===== src/core/iopc_pkg.sv =====
package iopc_pkg;
   // ---------------------------------------------------------------
   // Sizes
   // ---------------------------------------------------------------
   localparam int NPINS_DEF = 8;
   localparam int FUNC_W = 3;
   localparam int NFUNC = 8;
   localparam int DRV_W = 3;
   localparam int ADDR_W = 8;
   // Pins able to feed the ADC; value is a plain default
   localparam logic [7:0] ANALOG_MASK_DEF = 8'hf0;

   // ---------------------------------------------------------------
   // Register byte offsets
   // ---------------------------------------------------------------
   localparam logic [7:0] A_OUTEN = 8'h00;
   localparam logic [7:0] A_ODRAIN = 8'h04;
   localparam logic [7:0] A_PULLUP = 8'h08;
   localparam logic [7:0] A_PULLDN = 8'h0c;
   localparam logic [7:0] A_DEBEN = 8'h10;
   localparam logic [7:0] A_IRQEN = 8'h14;
   localparam logic [7:0] A_IRQEDGE = 8'h18;
   localparam logic [7:0] A_IRQRISE = 8'h1c;
   localparam logic [7:0] A_IRQFALL = 8'h20;
   localparam logic [7:0] A_IRQFLAG = 8'h24;
   localparam logic [7:0] A_DOUT = 8'h28;
   localparam logic [7:0] A_DIN = 8'h2c;
   localparam logic [7:0] A_ANALOG = 8'h30;
   localparam logic [7:0] A_DRIVE = 8'h34;
   localparam logic [7:0] A_FUNC = 8'h38;

   // ---------------------------------------------------------------
   // Reset values and timing
   // ---------------------------------------------------------------
   localparam logic [31:0] RST_CFG = 32'h0000_0000;
   localparam int CLK_PERIOD_PS = 4000;
   localparam int DEB_TIME_NS = 1000;
   localparam int DEB_CYCLES_RAW = (DEB_TIME_NS * 1000) / CLK_PERIOD_PS;
   localparam int DEB_CYCLES = (DEB_CYCLES_RAW < 1) ? 1 : DEB_CYCLES_RAW;
endpackage


===== src/core/iopc_pin_filter.sv =====
`timescale 1ns/1ps
`default_nettype none
module iopc_pin_filter
#(
   parameter int DEB_CNT = iopc_pkg::DEB_CYCLES
)
(
   input wire logic pclk,
   input wire logic presetn,
   input wire logic pin_raw,
   input wire logic deb_en,
   output logic level
);
   import iopc_pkg::*;
   localparam int CNT_W = $clog2(DEB_CNT + 1);

   logic sync1_ff, sync2_ff, stable_ff;
   logic nxt_sync1, nxt_sync2, nxt_stable;
   logic [CNT_W-1:0] cnt_ff, nxt_cnt;

   // Two-stage synchroniser, then an optional hold-off filter
   always_comb
   begin
      nxt_sync1 = pin_raw;
      nxt_sync2 = sync1_ff;
      nxt_stable = stable_ff;
      nxt_cnt = '0;
      if (!deb_en)
      begin
         nxt_stable = sync2_ff;
      end
      else if (sync2_ff != stable_ff)
      begin
         // A glitch shorter than the hold-off restarts the count
         if (cnt_ff == CNT_W'(DEB_CNT - 1))
         begin
            nxt_stable = sync2_ff;
         end
         else
         begin
            nxt_cnt = cnt_ff + 1'b1;
         end
      end
   end

   always_ff @(posedge pclk or negedge presetn)
   begin
      if (!presetn)
      begin
         sync1_ff <= 1'b0;
         sync2_ff <= 1'b0;
         stable_ff <= 1'b0;
         cnt_ff <= '0;
      end
      else
      begin
         sync1_ff <= nxt_sync1;
         sync2_ff <= nxt_sync2;
         stable_ff <= nxt_stable;
         cnt_ff <= nxt_cnt;
      end
   end

   assign level = stable_ff;
endmodule
`default_nettype wire


===== src/core/iopc_pin_irq.sv =====
`timescale 1ns/1ps
`default_nettype none
module iopc_pin_irq
(
   input wire logic pclk,
   input wire logic presetn,
   input wire logic level,
   input wire logic edge_mode,
   input wire logic rise_sel,
   input wire logic fall_sel,
   input wire logic flag_clr,
   output logic flag
);
   logic prev_ff, flag_ff;
   logic nxt_prev, nxt_flag, hit;

   // Edge mode looks at transitions, level mode at the level itself
   always_comb
   begin
      nxt_prev = level;
      if (edge_mode)
      begin
         hit = (rise_sel & level & ~prev_ff) | (fall_sel & ~level & prev_ff);
      end
      else
      begin
         hit = (rise_sel & level) | (fall_sel & ~level);
      end
      // A new event in the clearing cycle keeps the flag set
      nxt_flag = hit | (flag_ff & ~flag_clr);
   end

   always_ff @(posedge pclk or negedge presetn)
   begin
      if (!presetn)
      begin
         prev_ff <= 1'b0;
         flag_ff <= 1'b0;
      end
      else
      begin
         prev_ff <= nxt_prev;
         flag_ff <= nxt_flag;
      end
   end

   assign flag = flag_ff;
endmodule
`default_nettype wire


===== src/core/iopc_top.sv =====
`timescale 1ns/1ps
`default_nettype none
module iopc_top
#(
   parameter int NPINS = iopc_pkg::NPINS_DEF,
   parameter logic [NPINS-1:0] ANALOG_MASK = iopc_pkg::ANALOG_MASK_DEF,
   parameter int DEB_CNT = iopc_pkg::DEB_CYCLES
)
(
   input wire logic pclk,
   input wire logic presetn,
   input wire logic [iopc_pkg::ADDR_W-1:0] paddr,
   input wire logic psel,
   input wire logic penable,
   input wire logic pwrite,
   input wire logic [31:0] pwdata,
   output logic [31:0] prdata,
   output logic pready,
   output logic pslverr,
   input wire logic [NPINS-1:0] pin_i,
   output logic [NPINS-1:0] pin_o,
   output logic [NPINS-1:0] pin_oe,
   output logic [NPINS-1:0] pin_pu_en,
   output logic [NPINS-1:0] pin_pd_en,
   output logic [NPINS*iopc_pkg::DRV_W-1:0] pin_drive,
   output logic [NPINS-1:0] pin_analog_en,
   input wire logic [NPINS*iopc_pkg::NFUNC-1:0] periph_o,
   input wire logic [NPINS*iopc_pkg::NFUNC-1:0] periph_oe,
   output logic [NPINS*iopc_pkg::NFUNC-1:0] periph_i,
   output logic irq,
   output logic wake_request
);
   import iopc_pkg::*;

   // ---------------------------------------------------------------
   // Configuration registers
   // ---------------------------------------------------------------
   logic [NPINS-1:0] outen_ff, odrain_ff, pullup_ff, pulldn_ff;
   logic [NPINS-1:0] deben_ff, irqen_ff, irqedge_ff, irqrise_ff;
   logic [NPINS-1:0] irqfall_ff, dout_ff, analog_ff;
   logic [NPINS*DRV_W-1:0] drive_ff;
   logic [NPINS*FUNC_W-1:0] func_ff;
   logic [NPINS-1:0] nxt_outen, nxt_odrain, nxt_pullup, nxt_pulldn;
   logic [NPINS-1:0] nxt_deben, nxt_irqen, nxt_irqedge, nxt_irqrise;
   logic [NPINS-1:0] nxt_irqfall, nxt_dout, nxt_analog;
   logic [NPINS*DRV_W-1:0] nxt_drive;
   logic [NPINS*FUNC_W-1:0] nxt_func;

   // Pin side state
   logic [NPINS-1:0] level, flag, flag_clr;
   logic [NPINS-1:0] pin_o_ff, pin_oe_ff, pu_ff, pd_ff, ana_ff;
   logic [NPINS-1:0] nxt_pin_o, nxt_pin_oe, nxt_pu, nxt_pd, nxt_ana;
   logic [NPINS*NFUNC-1:0] periph_i_ff, nxt_periph_i;
   logic irq_ff, nxt_irq;

   // Bus decode
   logic wr_en, rd_hit;
   logic [NPINS-1:0] wdat;

   // ---------------------------------------------------------------
   // APB slave
   // ---------------------------------------------------------------
   // Zero wait states: every access completes in its first access cycle
   assign pready = 1'b1;
   assign wr_en = psel & penable & pwrite;
   assign wdat = pwdata[NPINS-1:0];

   // Address decode and read mux; unmapped offsets answer with an error
   always_comb
   begin
      rd_hit = 1'b1;
      prdata = 32'h0000_0000;
      case (paddr)
         A_OUTEN: prdata = 32'(outen_ff);
         A_ODRAIN: prdata = 32'(odrain_ff);
         A_PULLUP: prdata = 32'(pullup_ff);
         A_PULLDN: prdata = 32'(pulldn_ff);
         A_DEBEN: prdata = 32'(deben_ff);
         A_IRQEN: prdata = 32'(irqen_ff);
         A_IRQEDGE: prdata = 32'(irqedge_ff);
         A_IRQRISE: prdata = 32'(irqrise_ff);
         A_IRQFALL: prdata = 32'(irqfall_ff);
         A_IRQFLAG: prdata = 32'(flag);
         A_DOUT: prdata = 32'(dout_ff);
         A_DIN: prdata = 32'(level);
         A_ANALOG: prdata = 32'(analog_ff);
         A_DRIVE: prdata = 32'(drive_ff);
         A_FUNC: prdata = 32'(func_ff);
         default: rd_hit = 1'b0;
      endcase
   end

   assign pslverr = psel & penable & ~rd_hit;

   // Writing one to a flag bit clears it; zeros leave it alone
   assign flag_clr = (wr_en && paddr == A_IRQFLAG) ? wdat : '0;

   // ---------------------------------------------------------------
   // Register write path
   // ---------------------------------------------------------------
   always_comb
   begin
      nxt_outen = outen_ff;
      nxt_odrain = odrain_ff;
      nxt_pullup = pullup_ff;
      nxt_pulldn = pulldn_ff;
      nxt_deben = deben_ff;
      nxt_irqen = irqen_ff;
      nxt_irqedge = irqedge_ff;
      nxt_irqrise = irqrise_ff;
      nxt_irqfall = irqfall_ff;
      nxt_dout = dout_ff;
      nxt_analog = analog_ff;
      nxt_drive = drive_ff;
      nxt_func = func_ff;
      if (wr_en)
      begin
         case (paddr)
            A_OUTEN: nxt_outen = wdat;
            A_ODRAIN: nxt_odrain = wdat;
            A_PULLUP: nxt_pullup = wdat;
            A_PULLDN: nxt_pulldn = wdat;
            A_DEBEN: nxt_deben = wdat;
            A_IRQEN: nxt_irqen = wdat;
            A_IRQEDGE: nxt_irqedge = wdat;
            A_IRQRISE: nxt_irqrise = wdat;
            A_IRQFALL: nxt_irqfall = wdat;
            A_DOUT: nxt_dout = wdat;
            // Bits of pins without an analog path stay zero
            A_ANALOG: nxt_analog = wdat & ANALOG_MASK;
            A_DRIVE: nxt_drive = pwdata[NPINS*DRV_W-1:0];
            A_FUNC: nxt_func = pwdata[NPINS*FUNC_W-1:0];
            default: nxt_outen = outen_ff;
         endcase
      end
   end

   always_ff @(posedge pclk or negedge presetn)
   begin
      if (!presetn)
      begin
         outen_ff <= RST_CFG[NPINS-1:0];
         odrain_ff <= RST_CFG[NPINS-1:0];
         pullup_ff <= RST_CFG[NPINS-1:0];
         pulldn_ff <= RST_CFG[NPINS-1:0];
         deben_ff <= RST_CFG[NPINS-1:0];
         irqen_ff <= RST_CFG[NPINS-1:0];
         irqedge_ff <= RST_CFG[NPINS-1:0];
         irqrise_ff <= RST_CFG[NPINS-1:0];
         irqfall_ff <= RST_CFG[NPINS-1:0];
         dout_ff <= RST_CFG[NPINS-1:0];
         analog_ff <= RST_CFG[NPINS-1:0];
         drive_ff <= RST_CFG[NPINS*DRV_W-1:0];
         func_ff <= RST_CFG[NPINS*FUNC_W-1:0];
      end
      else
      begin
         outen_ff <= nxt_outen;
         odrain_ff <= nxt_odrain;
         pullup_ff <= nxt_pullup;
         pulldn_ff <= nxt_pulldn;
         deben_ff <= nxt_deben;
         irqen_ff <= nxt_irqen;
         irqedge_ff <= nxt_irqedge;
         irqrise_ff <= nxt_irqrise;
         irqfall_ff <= nxt_irqfall;
         dout_ff <= nxt_dout;
         analog_ff <= nxt_analog;
         drive_ff <= nxt_drive;
         func_ff <= nxt_func;
      end
   end

   // ---------------------------------------------------------------
   // Per-pin input filter and interrupt detect
   // ---------------------------------------------------------------
   // Analog pins still pass through the filter; software ignores DIN there
   for (genvar g = 0; g < NPINS; g++)
   begin : g_pin
      iopc_pin_filter #(.DEB_CNT(DEB_CNT)) u_filt
      (
         .pclk(pclk),
         .presetn(presetn),
         .pin_raw(pin_i[g]),
         .deb_en(deben_ff[g]),
         .level(level[g])
      );

      iopc_pin_irq u_irq
      (
         .pclk(pclk),
         .presetn(presetn),
         .level(level[g]),
         .edge_mode(irqedge_ff[g]),
         .rise_sel(irqrise_ff[g]),
         .fall_sel(irqfall_ff[g]),
         .flag_clr(flag_clr[g]),
         .flag(flag[g])
      );
   end

   // ---------------------------------------------------------------
   // Pin drive and function routing
   // ---------------------------------------------------------------
   // Function 0 is software GPIO, 1..7 belong to on-chip peripherals
   always_comb
   begin
      logic d, e;
      int unsigned f;
      d = 1'b0;
      e = 1'b0;
      f = 0;
      nxt_periph_i = '0;
      for (int i = 0; i < NPINS; i++)
      begin
         f = int'(func_ff[i*FUNC_W +: FUNC_W]);
         if (f == 0)
         begin
            d = dout_ff[i];
            e = outen_ff[i];
         end
         else
         begin
            d = periph_o[i*NFUNC + f];
            e = periph_oe[i*NFUNC + f];
         end
         // Open drain only ever pulls low; a high is left to the pull-up
         if (odrain_ff[i])
         begin
            nxt_pin_oe[i] = e & ~d;
            nxt_pin_o[i] = 1'b0;
         end
         else
         begin
            nxt_pin_oe[i] = e;
            nxt_pin_o[i] = d;
         end
         // Analog mode cuts the pin off from the drive and input of functions 0..7; DIN and the pin interrupt still see it
         if (analog_ff[i])
         begin
            nxt_pin_oe[i] = 1'b0;
            nxt_pin_o[i] = 1'b0;
         end
         else
         begin
            nxt_periph_i[i*NFUNC + f] = level[i];
         end
         nxt_ana[i] = analog_ff[i];
         // Both pulls on together is software's error; passed as set
         nxt_pu[i] = pullup_ff[i] & ~analog_ff[i];
         nxt_pd[i] = pulldn_ff[i] & ~analog_ff[i];
      end
   end

   // Interrupt and wake need both flag and enable
   assign nxt_irq = |(flag & irqen_ff);

   always_ff @(posedge pclk or negedge presetn)
   begin
      if (!presetn)
      begin
         pin_o_ff <= '0;
         pin_oe_ff <= '0;
         pu_ff <= '0;
         pd_ff <= '0;
         ana_ff <= '0;
         periph_i_ff <= '0;
         irq_ff <= 1'b0;
      end
      else
      begin
         pin_o_ff <= nxt_pin_o;
         pin_oe_ff <= nxt_pin_oe;
         pu_ff <= nxt_pu;
         pd_ff <= nxt_pd;
         ana_ff <= nxt_ana;
         periph_i_ff <= nxt_periph_i;
         irq_ff <= nxt_irq;
      end
   end

   // ---------------------------------------------------------------
   // Outputs
   // ---------------------------------------------------------------
   assign pin_o = pin_o_ff;
   assign pin_oe = pin_oe_ff;
   assign pin_pu_en = pu_ff;
   assign pin_pd_en = pd_ff;
   assign pin_analog_en = ana_ff;
   assign pin_drive = drive_ff;
   assign periph_i = periph_i_ff;
   assign irq = irq_ff;
   // Same term feeds the wake unit so a pin can end deep sleep
   assign wake_request = irq_ff;
endmodule
`default_nettype wire


===== config.mk =====
export PLATFORM = sky130hd
export DESIGN_NAME = iopc_top
export DESIGN_NICKNAME = d
export VERILOG_FILES = /design/src/core/iopc_pkg.sv /design/src/core/iopc_pin_filter.sv /design/src/core/iopc_pin_irq.sv /design/src/core/iopc_top.sv
export SDC_FILE = /design/constraint.sdc
export NUM_CORES = 1
export LEC_CHECK = 0
export ABC_AREA = 1
export BUFFER_PORTS_ARGS = -buffer_cell sky130_fd_sc_hd__buf_2
export CAP_MARGIN = 20
export CORE_ASPECT_RATIO = 0.7
export CORE_MARGIN = 8
export CORE_UTILIZATION = 55
export DETAILED_ROUTE_END_ITERATION = 12
export GPL_TIMING_DRIVEN = 1
export PLACE_DENSITY = 0.9
export SETUP_SLACK_MARGIN = 0.4
export SKIP_CTS_REPAIR_TIMING = 1
export SYNTH_ARGS = -nofsm -noshare
export SYNTH_HDL_FRONTEND = slang
export SYNTH_SLANG_ARGS = --single-unit

===== constraint.sdc =====
create_clock -name pclk -period 1.8 [get_ports pclk]
set_input_delay 0.36 -clock pclk [delete_from_list [all_inputs] [get_ports pclk]]
set_output_delay 0.36 -clock pclk [all_outputs]
set_load 0.05 [all_outputs]

==> flow_metrics.tcl <==
set metrics [dict create \
    drt_iter0_drc 2100 \
    fin_ws_ns -0.333 \
    dp_cells 2611 \
    grt_overflow 0 \
    crit_fanout 3 \
    p_per_area_nw_per_um2 740 \
    die_height_um 157 \
    dp_slack_ns -0.344 \
    clock_latency_ns 0.58 \
    crit_start "dout_ff[7]" \
    num_rows 51 \
    ios 345 \
    cts_root_buffer "clkbuf_16" \
    cap_violations 0 \
    hold_viol_final 0 \
    die-width_um 218 \
    place_hpwl_um 39300 \
    hold_class "in2reg" \
    ys_seq_area_share_pct 53.8 \
    multi_input_area_um2 6700 \
    gp_congestion 1.01 \
    cts.clk_slew.worst_paths_ns 0.07 \
    numPortBuffers 307 \
    arrival_ns 1.77 \
    tightest_slew_ns 0.617 \
    violations "negative setup slack" \
    cts.sinks 337 \
    reg2reg_from "func_ff[4]" \
    n_fill_cell 1627 \
    yosys.area_share.simple_pct 27.6 \
    drc 0 \
    crit_path_start_kind "flop" \
    relSlewSlack_pct 58.8 \
    syn_inst 1914 \
    synth-edff-count 0 \
    clock-skew-final_ns 0.0223 \
    yosysWarnings 0 \
    cts_max_path_buffers 3 \
    ys_types 35 \
    crit_type "reg2out" \
    cts_made_buffers 31 \
    start_util_pct 56.1 \
    yosys-mux-area-fraction_pct 0 \
    fin_crit_ns 2.13 \
    ys.flop_type "dfrtp_1" \
    drive_gt1_share_pct 30.6 \
    vias_per_cell 5.86 \
    h-tree-depth 1 \
    synth-compound-area-share_pct 7.76 \
    vdd_drop_max_v 0.000863 \
    grt_pass1_vias 14500 \
    cp.required_ns 1.44 \
    final_cell_count_no_fill 2748 \
    core-area_um2 27900 \
    synth_xor_area_share_pct 1.51 \
    end_kind "primary output" \
    stdcell_area_um2 21800 \
    die_area_um2 34200 \
    syn_to_final_growth_pct 39.4 \
    grt_max_degree 52 \
    p_leak_nw 10.8 \
    drv_slew 0 \
    min_period_over_period_pct 119 \
    status "complete, but fails checks" \
    synth_top_family_by_area "simple AND/OR/NAND/NOR gates" \
    wl_per_cell_um 21.3 \
    finalWirelength_um 58600 \
    regArea_um2 8470 \
    antenna_found_initial 3 \
    synth_seq_cells 337 \
    grt_first_pass_wirelength_um 79300 \
    grt_use_total_pct 29.2 \
    synth_fa_ha_area_share_pct 1.28 \
    rsz0062_at_grt "true" \
    setup_viol 25 \
    postRouteAntennaNets 0 \
    power_mw 16.2 \
    netlist_area_um2 15700 \
    place_area_um2 18500 \
    synth_area_per_cell_um2 8.19 \
    fmax_mhz 469 \
    dr.pass1.iters 6 \
    ys_async_sr_fraction_pct 100 \
    hold_path_startpoint "pwdata[16]" \
    cts_tree "yes" \
    vias 16100 \
    fin_nets 2547 \
]
cells by family after synthesis:
logic type | count (synthesis)
AND/OR/NAND/NOR | 1008
flip-flops | 337
buffers and inverters | 296
AO/OA/AOI/OAI | 228
XOR/XNOR | 27
adder cells (fa/ha/maj) | 16
other | 2
layout by cell type (no fill, tap or decap), types with 12 or more instances in the layout:
master / Yosys / final
a21oi_1: 25 / 23
buf_12: 0 / 31
buf_2: 23 / 147
buf_4: 17 / 105
buf_6: 6 / 153
buf_8: 0 / 14
clkbuf_16: 0 / 34
conb_1: 2 / 13
dfrtp_1: 337 / 310
dfrtp_2: 0 / 27
ha_1: 16 / 15
inv_1: 221 / 196
inv_2: 3 / 15
nand2_1: 480 / 444
nand2_2: 9 / 40
nand3_1: 191 / 166
nand3_2: 9 / 26
nor2_1: 242 / 208
nor2_2: 7 / 28
nor2_4: 10 / 23
nor3_1: 29 / 26
o211ai_1: 12 / 12
o21ai_0: 124 / 95
o21ai_1: 48 / 59
xor2_1: 20 / 19
cell usage after synthesis, types with 6 or more instances:
cell      number  area share [%]
inv_1        221             5.3
xnor2_1        7            0.39
o21ai_1       48             1.5
dfrtp_1      337              54
o21ai_0      124             4.0
nand3_1      191             6.1
clkbuf_1      26            0.62
buf_6          6            0.43
nor3_1        29            0.93
nand2_1      480              11
nor2_1       242             5.8
ha_1          16             1.3
a31oi_1        7            0.28
nor2_4        10            0.72
buf_4         17            0.81
nand2_2        9            0.36
a21oi_1       25            0.80
xor2_1        20             1.1
nor2_2         7            0.28
nand3_2        9            0.57
nand4_1        7            0.28
o211ai_1      12            0.57
nor3b_1       12            0.57
buf_2         23            0.73
per-stage QoR:
step	util [%]	setup TNS (ns)	hold WS, ns
finish	78.2	-3.77	0.0505
global route	78.1	-4.73	0.0570
CTS	70.1	-7.11	-0.295
detailed placement	66.3	-12.21	0.306
global placement	66.3	-8.49	0.300
floorplan	-	-0.00344	0.0644
final timing paths:
path	endpoint	slack (ns)	cells past startpoint
worst max register to register	pin_oe[1]	0.26	11
worst min-delay path	pin_drive[16]	0.05	3
max in group asynchronous	func_ff[8]	0.82	3
worst max-delay path	prdata[7]	-0.33	7
min in group asynchronous	irqfall_ff[1]	0.33	2
worst min register to register	g_pin[7].u_filt.sync2_ff	0.35	0
where the power goes:
part           switching (mW)  total (mW)  internal [mW]
registers               0.116        7.81           7.69
clock network            3.00        6.87           3.87
logic                   0.965        1.48          0.516
flip-flops by register name, summed over array words and instances (netlist names), 24 cells and up:
register             cells
g_pin.u_filt.cnt_ff     64
periph_i                64
func_ff                 24
pin_drive               24
final cells by class:
| cell class | instances | area share, % |
|---|---|---|
| clock inverters | 13 | 0.756 |
| flip-flops and latches | 337 | 38.8 |
| well taps | 371 | 2.12 |
| diodes | 3 | 0.0344 |
| inverters | 224 | 4.12 |
| multi-input cells | 1292 | 30.7 |
| clock buffers | 44 | 4.05 |
| repair buffers | 464 | 19.5 |
metal layers:
layer  vias up  part of all wire, %  wire length (um)  GRT usage (%)
met4         0                  5.1              2990           9.13
met5         -                    0                 0              0
met3       275                   12              7190           8.69
met2      1200                   47             27400           46.8
met1      7716                   36             21100           38.0
li1       6916                    -                 -              -
critical path, cell delays in order (launching register included):
cell and delay, ns:
dfrtp_1 0.45, nand3_1 0.12, nand2_1 0.07, inv_1 0.07, nand2_2 0.10, nor2_2 0.13, nand2_2 0.10, buf_12 0.16
No activity file was read; power rests on OpenSTA's default activity.
